==> src/inc/speed_monitor_regs.svh <==
// Constants for the speed limiting and operating stop monitor.
// Operation
// Compare speed with limit once monitoring runs
// Speed limit 0..16777215, default 100000
// Normative speed violation: stop ramp, range low
// Monitor-only speed violation: only range low; with tolerance enabled the code still requests the stop ramp
// Activation input is active low
// Range acknowledge high only armed and within
// Optional tolerance, off by default, absorbs overshoot
// Tolerance amplitude 1..25 percent, default 1
// Overshoot width 1..120000 ms, default 100
// Overshoot period 2..120000 ms, default 1000
// Leaving tolerance range requests stop ramp
// Operating stop armed only by activation input
// After delay, supervise position within window
// Latch start position when delay expires
// Standstill acknowledge only after delay elapsed
// Operating stop delay 0..120000 ms, default 100
// Monitor-only stop violation: only standstill low
// Speed start delay 0..120000 ms, default 20
// Permanent mode: speed monitored without activation
// Position window 0..2147483647, default 100
// Timers use common millisecond tick, restart disarmed
// Stop ramp request latched until reset
`ifndef SPEED_MONITOR_REGS_SVH
`define SPEED_MONITOR_REGS_SVH
// ----------------------------------------------------------------
// Reset defaults and timing
// ----------------------------------------------------------------
`define SPEED_LIMIT_MAX 24'hFF_FFFF
`define SPEED_LIMIT_DEFAULT 24'h01_86A0
`define TOL_PCT_MIN 5'h01
`define TOL_PCT_MAX 5'h19
`define TOL_PCT_DEFAULT 5'h01
`define TIME_MS_MAX 17'h1_D4C0
`define TOL_WIDTH_DEFAULT 17'h0_0064
`define TOL_PERIOD_MIN 17'h0_0002
`define TOL_PERIOD_DEFAULT 17'h0_03E8
`define STOP_DELAY_DEFAULT 17'h0_0064
`define SPEED_DELAY_DEFAULT 17'h0_0014
`define POS_WINDOW_DEFAULT 31'h0000_0064
`define CLK_PERIOD_NS 100
`define TICK_PERIOD_NS 1000000
`define TICK_CYCLES (`TICK_PERIOD_NS / `CLK_PERIOD_NS)
`endif

==> src/inc/speed_monitor_pkg.sv <==
// Types for the speed limiting and operating stop monitor.
package speed_monitor_pkg;
  typedef enum logic [1:0] {
    SPD_IDLE,
    SPD_DELAY,
    SPD_MONITOR
  } speed_state_t;
  typedef enum logic [1:0] {
    STP_IDLE,
    STP_DELAY,
    STP_MONITOR
  } stop_state_t;
endpackage : speed_monitor_pkg

==> src/hdl/safe_speed_standstill_monitor.sv <==
// Speed limiting and operating stop monitor with tolerance range.
`timescale 1ns/1ps
`include "speed_monitor_regs.svh"
module safe_speed_standstill_monitor #(
  parameter int TICK_CYCLES = `TICK_CYCLES
) (
  input wire logic core_clk,
  input wire logic reset,
  input wire logic speed_activation_input_n,
  input wire logic stop_activation_input_n,
  input wire logic speed_permanent,
  input wire logic speed_limiting_monitor_only,
  input wire logic operating_stop_monitor_only,
  input wire logic [23:0] speed_abs,
  input wire logic [31:0] position,
  input wire logic [23:0] speed_limit,
  input wire logic [16:0] speed_delay_ms,
  input wire logic tolerance_enable,
  input wire logic [4:0] tolerance_pct,
  input wire logic [16:0] overshoot_width_ms,
  input wire logic [16:0] overshoot_period_ms,
  input wire logic [16:0] stop_delay_ms,
  input wire logic [30:0] position_window,
  output logic range_acknowledge,
  output logic standstill_acknowledge,
  output logic emergency_stop_ramp_request
);
  // ----------------------------------------------------------------
  // Helpers
  // ----------------------------------------------------------------
  function automatic logic [16:0] clamp_ms(input logic [16:0] v, input logic [16:0] lo);
    logic [16:0] r;
    r = v;
    if (r < lo) begin
      r = lo;
    end
    if (r > `TIME_MS_MAX) begin
      r = `TIME_MS_MAX;
    end
    return r;
  endfunction : clamp_ms

  function automatic logic three_sync_agree(input logic [2:0] s);
    return s[1] == s[2];
  endfunction : three_sync_agree

  // The millisecond tick runs free, so a nonzero delay of D ends only after D+1 ticks.
  // Counting D ticks would let it end up to one tick early.
  function automatic logic delay_done(input logic [16:0] ms, input logic [16:0] delay);
    return delay == 17'h0_0000 || ms > delay;
  endfunction : delay_done

  // ----------------------------------------------------------------
  // Activation input synchronisers
  // ----------------------------------------------------------------
  // Three stages; a change is taken once stages two and three agree.
  logic [2:0] spd_sync_q, spd_sync_d, stp_sync_q, stp_sync_d;
  logic spd_act_q, spd_act_d, stp_act_q, stp_act_d;
  always_comb begin
    spd_sync_d = {spd_sync_q[1:0], speed_activation_input_n};
    stp_sync_d = {stp_sync_q[1:0], stop_activation_input_n};
    spd_act_d = spd_act_q;
    stp_act_d = stp_act_q;
    if (three_sync_agree(spd_sync_q)) begin
      spd_act_d = ~spd_sync_q[2];
    end
    if (three_sync_agree(stp_sync_q)) begin
      stp_act_d = ~stp_sync_q[2];
    end
  end
  always_ff @(posedge core_clk or posedge reset) begin
    if (reset) begin
      spd_sync_q <= 3'h7;
      stp_sync_q <= 3'h7;
      spd_act_q <= 1'b0;
      stp_act_q <= 1'b0;
    end else begin
      spd_sync_q <= spd_sync_d;
      stp_sync_q <= stp_sync_d;
      spd_act_q <= spd_act_d;
      stp_act_q <= stp_act_d;
    end
  end

  // ----------------------------------------------------------------
  // Millisecond tick
  // ----------------------------------------------------------------
  logic [23:0] tick_cnt_q, tick_cnt_d;
  logic tick_q, tick_d;
  always_comb begin
    tick_d = 1'b0;
    tick_cnt_d = tick_cnt_q + 24'h00_0001;
    if (tick_cnt_q == 24'(TICK_CYCLES - 1)) begin
      tick_cnt_d = 24'h00_0000;
      tick_d = 1'b1;
    end
  end
  always_ff @(posedge core_clk or posedge reset) begin
    if (reset) begin
      tick_cnt_q <= 24'h00_0000;
      tick_q <= 1'b0;
    end else begin
      tick_cnt_q <= tick_cnt_d;
      tick_q <= tick_d;
    end
  end

  // ----------------------------------------------------------------
  // Speed limiting
  // ----------------------------------------------------------------
  // The tolerance amplitude is evaluated as speed*100 against limit*(100+pct),
  // which avoids a divider at the cost of two small multipliers.
  speed_monitor_pkg::speed_state_t spd_state_q, spd_state_d;
  logic [16:0] spd_ms_q, spd_ms_d;
  logic [16:0] width_q, width_d;
  logic [16:0] period_q, period_d;
  logic in_excursion_q, in_excursion_d;
  logic period_run_q, period_run_d;
  logic range_fault_q, range_fault_d;
  logic range_ack_q, range_ack_d;
  logic spd_stop_req;
  logic armed, over_limit, over_amp;
  logic [4:0] pct;
  logic [31:0] speed_x100, limit_x_pct;
  always_comb begin
    pct = tolerance_pct;
    if (pct < `TOL_PCT_MIN) begin
      pct = `TOL_PCT_MIN;
    end
    if (pct > `TOL_PCT_MAX) begin
      pct = `TOL_PCT_MAX;
    end
    speed_x100 = 32'(speed_abs) * 32'h0000_0064;
    limit_x_pct = 32'(speed_limit) * (32'h0000_0064 + 32'(pct));
    over_limit = speed_abs > speed_limit;
    over_amp = speed_x100 > limit_x_pct;
    armed = speed_permanent | spd_act_q;
    spd_state_d = spd_state_q;
    spd_ms_d = spd_ms_q;
    width_d = width_q;
    period_d = period_q;
    in_excursion_d = in_excursion_q;
    period_run_d = period_run_q;
    range_fault_d = range_fault_q;
    spd_stop_req = 1'b0;
    case (spd_state_q)
      speed_monitor_pkg::SPD_IDLE: begin
        spd_ms_d = 17'h0_0000;
        if (speed_permanent) begin
          spd_state_d = speed_monitor_pkg::SPD_MONITOR;
        end else if (spd_act_q) begin
          spd_state_d = speed_monitor_pkg::SPD_DELAY;
        end
      end
      speed_monitor_pkg::SPD_DELAY: begin
        if (delay_done(spd_ms_q, clamp_ms(speed_delay_ms, 17'h0_0000))) begin
          spd_state_d = speed_monitor_pkg::SPD_MONITOR;
        end else if (tick_q) begin
          spd_ms_d = spd_ms_q + 17'h0_0001;
        end
      end
      speed_monitor_pkg::SPD_MONITOR: begin
        if (tick_q && in_excursion_q) begin
          width_d = width_q + 17'h0_0001;
        end
        if (tick_q && period_run_q) begin
          period_d = period_q + 17'h0_0001;
        end
        if (period_run_q && period_q >= clamp_ms(overshoot_period_ms, `TOL_PERIOD_MIN)) begin
          period_run_d = 1'b0;
        end
        if (over_limit) begin
          if (!tolerance_enable) begin
            range_fault_d = 1'b1;
            spd_stop_req = ~speed_limiting_monitor_only;
          end else begin

            if (!in_excursion_q) begin
              in_excursion_d = 1'b1;
              width_d = 17'h0_0000;
              if (period_run_q) begin
                range_fault_d = 1'b1;
                spd_stop_req = 1'b1;
              end
              period_run_d = 1'b1;
              period_d = 17'h0_0000;
            end
            if (over_amp || width_q >= clamp_ms(overshoot_width_ms, 17'h0_0001)) begin
              range_fault_d = 1'b1;
              spd_stop_req = 1'b1;
            end
          end
        end else begin
          in_excursion_d = 1'b0;
        end
      end
      default: spd_state_d = speed_monitor_pkg::SPD_IDLE;
    endcase
    if (!armed) begin
      spd_state_d = speed_monitor_pkg::SPD_IDLE;
      in_excursion_d = 1'b0;
      period_run_d = 1'b0;
      range_fault_d = 1'b0;
      spd_stop_req = 1'b0;
    end
    range_ack_d = armed && spd_state_d == speed_monitor_pkg::SPD_MONITOR
                  && !range_fault_d;
  end
  always_ff @(posedge core_clk or posedge reset) begin
    if (reset) begin
      spd_state_q <= speed_monitor_pkg::SPD_IDLE;
      spd_ms_q <= 17'h0_0000;
      width_q <= 17'h0_0000;
      period_q <= 17'h0_0000;
      in_excursion_q <= 1'b0;
      period_run_q <= 1'b0;
      range_fault_q <= 1'b0;
      range_ack_q <= 1'b0;
    end else begin
      spd_state_q <= spd_state_d;
      spd_ms_q <= spd_ms_d;
      width_q <= width_d;
      period_q <= period_d;
      in_excursion_q <= in_excursion_d;
      period_run_q <= period_run_d;
      range_fault_q <= range_fault_d;
      range_ack_q <= range_ack_d;
    end
  end

  // ----------------------------------------------------------------
  // Operating stop
  // ----------------------------------------------------------------
  speed_monitor_pkg::stop_state_t stp_state_q, stp_state_d;
  logic [16:0] stp_ms_q, stp_ms_d;
  logic [31:0] start_pos_q, start_pos_d;
  logic stop_fault_q, stop_fault_d;
  logic stand_ack_q, stand_ack_d;
  logic stp_stop_req;
  logic [31:0] pos_diff, pos_mag;
  always_comb begin
    pos_diff = position - start_pos_q;
    pos_mag = pos_diff[31] ? (32'h0000_0000 - pos_diff) : pos_diff;
    stp_state_d = stp_state_q;
    stp_ms_d = stp_ms_q;
    start_pos_d = start_pos_q;
    stop_fault_d = stop_fault_q;
    stp_stop_req = 1'b0;
    case (stp_state_q)
      speed_monitor_pkg::STP_IDLE: begin
        stp_ms_d = 17'h0_0000;
        if (stp_act_q) begin
          stp_state_d = speed_monitor_pkg::STP_DELAY;
        end
      end
      speed_monitor_pkg::STP_DELAY: begin
        if (delay_done(stp_ms_q, clamp_ms(stop_delay_ms, 17'h0_0000))) begin
          stp_state_d = speed_monitor_pkg::STP_MONITOR;
          start_pos_d = position;
        end else if (tick_q) begin
          stp_ms_d = stp_ms_q + 17'h0_0001;
        end
      end
      speed_monitor_pkg::STP_MONITOR: begin
        if (pos_mag > {1'b0, position_window}) begin
          stop_fault_d = 1'b1;
          stp_stop_req = ~operating_stop_monitor_only;
        end
      end
      default: stp_state_d = speed_monitor_pkg::STP_IDLE;
    endcase
    if (!stp_act_q) begin
      stp_state_d = speed_monitor_pkg::STP_IDLE;
      stop_fault_d = 1'b0;
      stp_stop_req = 1'b0;
    end
    stand_ack_d = stp_state_d == speed_monitor_pkg::STP_MONITOR
                  && !stop_fault_d;
  end
  always_ff @(posedge core_clk or posedge reset) begin
    if (reset) begin
      stp_state_q <= speed_monitor_pkg::STP_IDLE;
      stp_ms_q <= 17'h0_0000;
      start_pos_q <= 32'h0000_0000;
      stop_fault_q <= 1'b0;
      stand_ack_q <= 1'b0;
    end else begin
      stp_state_q <= stp_state_d;
      stp_ms_q <= stp_ms_d;
      start_pos_q <= start_pos_d;
      stop_fault_q <= stop_fault_d;
      stand_ack_q <= stand_ack_d;
    end
  end

  // ----------------------------------------------------------------
  // Emergency stop request
  // ----------------------------------------------------------------
  // Latched so that a drive that recovers on its own still brakes.
  logic estop_q, estop_d;
  always_comb begin
    estop_d = estop_q | spd_stop_req | stp_stop_req;
  end
  always_ff @(posedge core_clk or posedge reset) begin
    if (reset) begin
      estop_q <= 1'b0;
    end else begin
      estop_q <= estop_d;
    end
  end

  assign range_acknowledge = range_ack_q;
  assign standstill_acknowledge = stand_ack_q;
  assign emergency_stop_ramp_request = estop_q;
endmodule : safe_speed_standstill_monitor

==> config.mk <==
export PLATFORM = sky130hd
export DESIGN_NAME = safe_speed_standstill_monitor
export DESIGN_NICKNAME = d
export VERILOG_FILES = /design/src/inc/speed_monitor_pkg.sv /design/src/hdl/safe_speed_standstill_monitor.sv
export VERILOG_INCLUDE_DIRS = /design/src /design/src/inc
export SDC_FILE = /design/constraint.sdc
export NUM_CORES = 1
export LEC_CHECK = 0
export ABC_CLOCK_PERIOD_IN_PS = 15800
export BUFFER_PORTS_ARGS = -buffer_cell sky130_fd_sc_hd__buf_2
export CORE_ASPECT_RATIO = 1.75
export CORE_UTILIZATION = 55
export CTS_BUF_LIST = sky130_fd_sc_hd__clkbuf_4 sky130_fd_sc_hd__clkbuf_8
export CTS_CLUSTER_DIAMETER = 120
export CTS_CLUSTER_SIZE = 40
export DETAILED_ROUTE_END_ITERATION = 16
export PLACE_DENSITY_LB_ADDON = 0.25
export RECOVER_POWER = 100
export SYNTH_ARGS = -nofsm -noshare
export SYNTH_HDL_FRONTEND = slang
export SYNTH_SLANG_ARGS = --single-unit
==> constraint.sdc <==
create_clock -name core_clk -period 15.8 [get_ports core_clk]
set_input_delay 0 -clock core_clk [delete_from_list [all_inputs] [get_ports core_clk]]
set_output_delay 0 -clock core_clk [all_outputs]
set_load 0.005 [all_outputs]
==> After elaboration in Yosys (flattened, before gate mapping) <==
Cells that the tools add are included.
{ "totals": {"elab_cells": 167, "input_bits": 192, "output_inout_bits": 3, "reg_bits": 144} }
{ "classes": {"bitwise": 7, "n_lt_le_gt_ge": 17, "n_eq_ne": 15, "multipliers": 2, "reduce_logical": 21, "n_addsub": 8, "mux": 77} }
{ "ops": {"columns": ["operator", "n"], "rows": [
  ["17-bit two-way mux", 32],
  ["17-bit by 1-bit adder with 17-bit output (second input constant)", 4],
  ["17-bit greater-than comparator (second input constant)", 4],
  ["17-bit one-hot mux with 2 select lines", 2],
  ["17-bit by 1-bit less-than comparator with 1-bit output (second input constant)", 3],
  ["17-bit >= comparator", 2],
  ["17-bit greater-than comparator", 2],
  ["17-bit zero test", 2],
  ["31-bit by 32-bit greater-than comparator with 1-bit output", 1],
  ["32-bit by 31-bit greater-than comparator with 1-bit output", 1],
  ["24-bit by 8-bit multiplier with 32-bit output", 1],
  ["32-bit two-way mux", 1],
  ["1-bit by 32-bit subtractor with 32-bit output (first input constant)", 1],
  ["32-bit subtractor", 1],
  ["1-bit two-way mux", 31],
  ["24-bit by 5-bit multiplier with 29-bit output (second input constant)", 1],
  ["24-bit by 1-bit adder with 24-bit output (second input constant)", 1],
  ["24-bit by 14-bit == test with 1-bit output (second input constant)", 1],
  ["24-bit greater-than comparator", 1],
  ["24-bit two-way mux", 1],
  ["17-bit by 2-bit less-than comparator with 1-bit output (second input constant)", 1],
  ["2-bit two-way mux", 6],
  ["2-bit one-hot mux with 3 select lines", 2],
  ["5-bit two-way mux", 2],
  ["18 further kinds", 43]
]} }

==> Logic depth before layout (Yosys ltp) <==
{ "logic_depth": {"depth_word": 19, "mapped_depth": 36, "ltp_nobuf": 34} }

==> Least setup slack after synthesis <==
Ideal clock, no wire load.
{ "synth_timing": {"kind": "input-to-reg", "start": "input tolerance_pct[4]", "end": "register range_ack_q, in the netlist range_acknowledge", "stages": 33, "required_ns": 15.734, "arrival_ns": 7.364, "setup_ns": 0.066, "path_slack_ns": 8.370, "path_buffers": 2, "cell_sequence": "nand2_1 > nand2_1 > clkinv_1 > clkbuf_1 > ha_1 > ha_1 > clkbuf_1 > nor2_1 > fa_1 > fa_1 > fa_1 > inv_1 > fa_1 > inv_1 > ha_1 > a2111oi_0 > o21ai_0 > a31oi_1 > o21ai_0 > a21boi_0 > a41oi_1 > a31oi_1 > a41o_1 > o41ai_1 > xor2_1 > ha_1 > a2111oi_0 > nand2_1 > a31oi_1 > a21oi_1 > a31o_2 > a21oi_1 > and2_1"} }
{ "synth_between": {"elab_chain_cells": 15} }
{ "synth_lines": {"columns": ["element", "line", "source"], "rows": [
  ["start, declared", "safe_speed_standstill_monitor.sv:19", "input wire logic [4:0] tolerance_pct,"],
  ["5-bit by 1-bit less-than comparator with 1-bit output (no line)", null, null],
  ["5-bit two-way mux (*)", "safe_speed_standstill_monitor.sv:127", "if (pct < `TOL_PCT_MIN) begin"],
  ["5-bit greater-than comparator (no line)", null, null],
  ["5-bit two-way mux (*)", "safe_speed_standstill_monitor.sv:130", "if (pct > `TOL_PCT_MAX) begin"],
  ["7-bit by 5-bit adder with 8-bit output (*)", "safe_speed_standstill_monitor.sv:134", "limit_x_pct = 32'(speed_limit) * (32'h0000_0064 + 32'(pct));"],
  ["24-bit by 8-bit multiplier with 32-bit output (*)", "safe_speed_standstill_monitor.sv:134", null],
  ["31-bit by 32-bit greater-than comparator with 1-bit output (*)", "safe_speed_standstill_monitor.sv:136", "over_amp = speed_x100 > limit_x_pct;"],
  ["1-bit logical OR (*)", "safe_speed_standstill_monitor.sv:188", "if (over_amp || width_q >= clamp_ms(overshoot_width_ms, 17'h0_0001)) begin"],
  ["1-bit two-way mux (*)", "safe_speed_standstill_monitor.sv:188", null],
  ["1-bit two-way mux (*)", "safe_speed_standstill_monitor.sv:173", "if (!tolerance_enable) begin"],
  ["1-bit two-way mux (*)", "safe_speed_standstill_monitor.sv:172", "if (over_limit) begin"],
  ["1-bit two-way mux (*)", "safe_speed_standstill_monitor.sv:146", "case (spd_state_q)"],
  ["1-bit two-way mux (*)", "safe_speed_standstill_monitor.sv:199", "if (!armed) begin"],
  ["1-bit zero test (*)", "safe_speed_standstill_monitor.sv:207", "&& !range_fault_d;"],
  ["1-bit logical AND (*)", "safe_speed_standstill_monitor.sv:207", null],
  ["named net range_ack_d", "safe_speed_standstill_monitor.sv:120", "logic range_ack_q, range_ack_d;"],
  ["end signal, assigned", "safe_speed_standstill_monitor.sv:227", "range_ack_q <= range_ack_d;"],
  ["end, declared", "safe_speed_standstill_monitor.sv:120", null]
]} }
The timed path passes the listed nets; every way through them passes the cells marked *.
A chain may end at the register's enable or synchronous reset.

==> Final worst setup path <==
{ "layout_timing": {"start": "input tolerance_pct[4]", "end": "register estop_q, in the netlist emergency_stop_ramp_request"} }
{ "layout_between": {"elab_chain_cells": 15} }
{ "layout_lines": {"columns": ["element", "line", "source"], "rows": [
  ["5-bit by 1-bit less-than comparator with 1-bit output (no line)", null, null],
  ["5-bit two-way mux (*)", "safe_speed_standstill_monitor.sv:127", null],
  ["5-bit greater-than comparator (no line)", null, null],
  ["5-bit two-way mux (*)", "safe_speed_standstill_monitor.sv:130", null],
  ["7-bit by 5-bit adder with 8-bit output (*)", "safe_speed_standstill_monitor.sv:134", null],
  ["24-bit by 8-bit multiplier with 32-bit output (*)", "safe_speed_standstill_monitor.sv:134", null],
  ["31-bit by 32-bit greater-than comparator with 1-bit output (*)", "safe_speed_standstill_monitor.sv:136", null],
  ["1-bit logical OR (*)", "safe_speed_standstill_monitor.sv:188", null],
  ["1-bit two-way mux (*)", "safe_speed_standstill_monitor.sv:188", null],
  ["1-bit two-way mux (*)", "safe_speed_standstill_monitor.sv:173", null],
  ["1-bit two-way mux (*)", "safe_speed_standstill_monitor.sv:172", null],
  ["1-bit two-way mux (*)", "safe_speed_standstill_monitor.sv:146", null],
  ["1-bit two-way mux (*)", "safe_speed_standstill_monitor.sv:199", null],
  ["1-bit bitwise OR (*) (2 in a row)", "safe_speed_standstill_monitor.sv:302", "estop_d = estop_q | spd_stop_req | stp_stop_req;"],
  ["named net estop_d", "safe_speed_standstill_monitor.sv:300", "logic estop_q, estop_d;"],
  ["end signal, assigned", "safe_speed_standstill_monitor.sv:308", "estop_q <= estop_d;"],
  ["end, declared", "safe_speed_standstill_monitor.sv:300", null]
]} }
Marked as above.

==> out/qor.yml <==
clock_network:
  clk_latency_ns: 0.48
  clock-sinks: 144
  post_cts_buffers: 0
  root_buffer: "clkbuf_8"
  cts_inserted_buffers: 17
  h-tree-depth: 4
  cts_tree: "done"
  clkTransAtPathRegs_ns: 0.08
  clk_path_buf_depth: 2
detailed_routing:
  vias: 18800
  wirelength_um: 55900
  avgRoutedWirePerCell_um: 16.9
  ant_nets: 0
  drt_iter0_markers: 617
  post-route-drc-count: 0
  vias_per_cell: 5.70
  firstDrtPassIters: 5
placed_design:
  port_buffers: 194
  place_congestion: 0.960
  dpl_cell_area_um2: 22900
  pre_cts_ws_ns: 6.38
  dpl.hpwl_um: 47000
timing:
  rsz0062_at_grt: "false"
  slew_headroom: -1.62
  maxClockFrequency_ghz: 0.104
  drv_slew: 227
  tns_ns: 0
  finalCritPeriodShare: 0.606
  min_period_ns: 9.57
  skew_ns: 0.0164
  worstMarginPinSlew_ns: 3.91
  setup_viol: 0
  hold_violations: 0
  timing.final.ws_setup_ns: 6.23
floorplanning:
  fp-row-count: 95
  pin_count: 195
  fp.dieH_um: 263
  die_w_um: 151
  die_area_um2: 39900
  initial_core_util: 0.559
  core_area_um2: 38400
cells_and_area:
  final_nets: 3466
  syn_to_final_growth_pct: 10.2
  stdcell_area_um2: 23700
  fill_cells: 3345
  drive_gt1_frac: 0.103
global_route:
  grt_pass1_wl_um: 91700
  grt_usage: 0.291
  grt_max_degree: 87
  antenna_found_initial: 4
  gr-total-overflow: 0
  grt_pass1_vias: 19600
critical_path:
  path_class: "in2reg"
  cp.arrival_ns: 9.93
  cp-start-kind: "input port"
  cp_max_fo: 24
  cp.required_ns: 16.16
  cp_slowest_cell: "ha_1"
  cpPeakStageDelay_ns: 0.82
  endpoint_kind: "register"
synth:
  ys_seq_area_frac: 0.168
  yosys.area_share.simple: 0.195
  muxShareOfSynthArea: 0.0172
  yosys_warnings: 0
  ys_top_cells_by_count: "inv_1 (392), ha_1 (320), nor2_1 (227)"
  synth-compound-area-share: 0.141
  synth_xor_area_frac: 0.0681
  synth_most_common_cell: "inv_1"
  ys_ff_latch: 144
  synth_top_area_frac: 0.186
  synth_fa_ha_area_frac: 0.328
  yosysTopAreaCell: "ha_1"
  synth_edf_count: 0
  synthCells: 2590
  async_flop_share: 1.00
  netlist-cell-type-count: 81
  synthFlopType: "dfrtp_1"
  synth_top_family_by_area: "adder cells"
  synth_area_per_cell_um2: 8.29
  synth_area_leaders: "ha_1 (19%), dfrtp_1 (16%), fa_1 (14%), inv_1 (6.9%), nor2_1 (4.0%)"
  synth_area_um2: 21500
power_and_ir_drop:
  leakagePower_uw: 0.0121
  cellPowerDensity_nw_per_um2: 126
  total_power_uw: 2990
  irDropWorstVdd_uv: 137
worst_hold_path:
  min_path_type: "in2reg"
status:
  violations: "capacitance limit, slew limit"
  status: "finished, violations left"
flow_run:
  maxCapViolCount: 5
-- cells in the final DEF (no fill, tap or decap), drive strengths merged, types with 32 or more instances in the layout --
cell type	synthesis	layout
xor2	71	71
inv	392	400
and3	41	41
and2	57	57
xnor2	96	96
nand4	57	57
mux2	32	32
nor2b	47	47
nor3	42	42
o21ai	113	113
dlygate4sd3	0	39
fa	152	152
nand2	196	196
a21oi	140	140
ha	320	320
nor2	228	228
buf	12	194
a21o	59	59
nand3	66	66
dfrtp	138	138
-- worst paths after layout --
path                                         start                          end  slack (ns)  cells after the start
max reg2reg                         start_pos_q[0]  emergency_stop_ramp_request        8.79                     24
min reg2reg                          stp_sync_q[0]                stp_sync_q[1]        0.35                      0
min in group asynchronous                    reset                  stp_ms_q[3]        1.23                      3
max in group asynchronous                    reset                  period_q[1]       10.48                      4
max                               tolerance_pct[4]  emergency_stop_ramp_request        6.23                     33
min                        overshoot_period_ms[16]                 period_run_q        0.14                      6
-- metrics by stage --
step / utilization / hold WS [ns] / std cells
6_report: 0.617 / 0.143 / 3304
5_1_grt: 0.616 / 0.175 / 3300
3_3_place_gp: 0.597 / 0.148 / 3229
4_1_cts: 0.618 / 0.122 / 3299
3_5_place_dp: 0.597 / 0.149 / 3229
2_1_floorplan: - / 0.00448 / 2612
-- power breakdown --
group	leakage, µW	internal (µW)	switching (µW)	total, µW
Sequential	0.00195	389	23.4	412
Clock	0.000203	146	164	310
Combinational	0.00997	952	1320	2270
Total	0.0121	1490	1500	2990
-- layout make-up --
type	instances	area, µm²	share of cell area
Antenna cell	5	12.5	0.000529
Multi-Input combinational cell	2004	16100	0.682
Tap cell	485	607	0.0256
Clock buffer	17	234	0.00988
Timing Repair Buffer	242	1410	0.0597
Inverter	393	1480	0.0624
Clock inverter	14	171	0.00724
Sequential cell	144	3610	0.153
-- what timing repair did --
action | CTS | global route
hold buffers | 39 | 0
endpoints found under the hold margin | 127 | 0
resized for setup | 0 | 0
-- cell families after synthesis --
kind of cell	count (synthesis)
xor gates and xnor gates	167
muxes	33
other	2
DFF	144
buffers and inverters	464
AOI/OAI and AO/OA	466
and+or+nand+nor	842
adders and majority gates	472
-- state kept, by name (all words and copies together), names as in the netlist, 2 cells and up --
name and flops:
stp_ms_q 17, stp_state_q 2, start_pos_q 32, tick_cnt_q 24, spd_sync_q 3, stp_sync_q 3, width_q 17, period_q 17
spd_ms_q 17, spd_state_q 2
-- routing by layer --
layer | wire, µm | GRT usage | up-vias
met5 | 23 | 0 | -
met4 | 3860 | 0.185 | 4
met3 | 2100 | 0.0392 | 183
met2 | 30500 | 0.558 | 443
met1 | 19500 | 0.282 | 9045
li1 | - | - | 9157
-- worst max-delay path, delay by kind of cell --
family / cells / cell delay [ns]
buf+inv: 5 / 1.39
simple gates: 5 / 1.18
xor+xnor: 1 / 0.12
compound gates: 14 / 3.41
fa+ha+maj: 8 / 3.80
(Power assumes the default switching activity.)
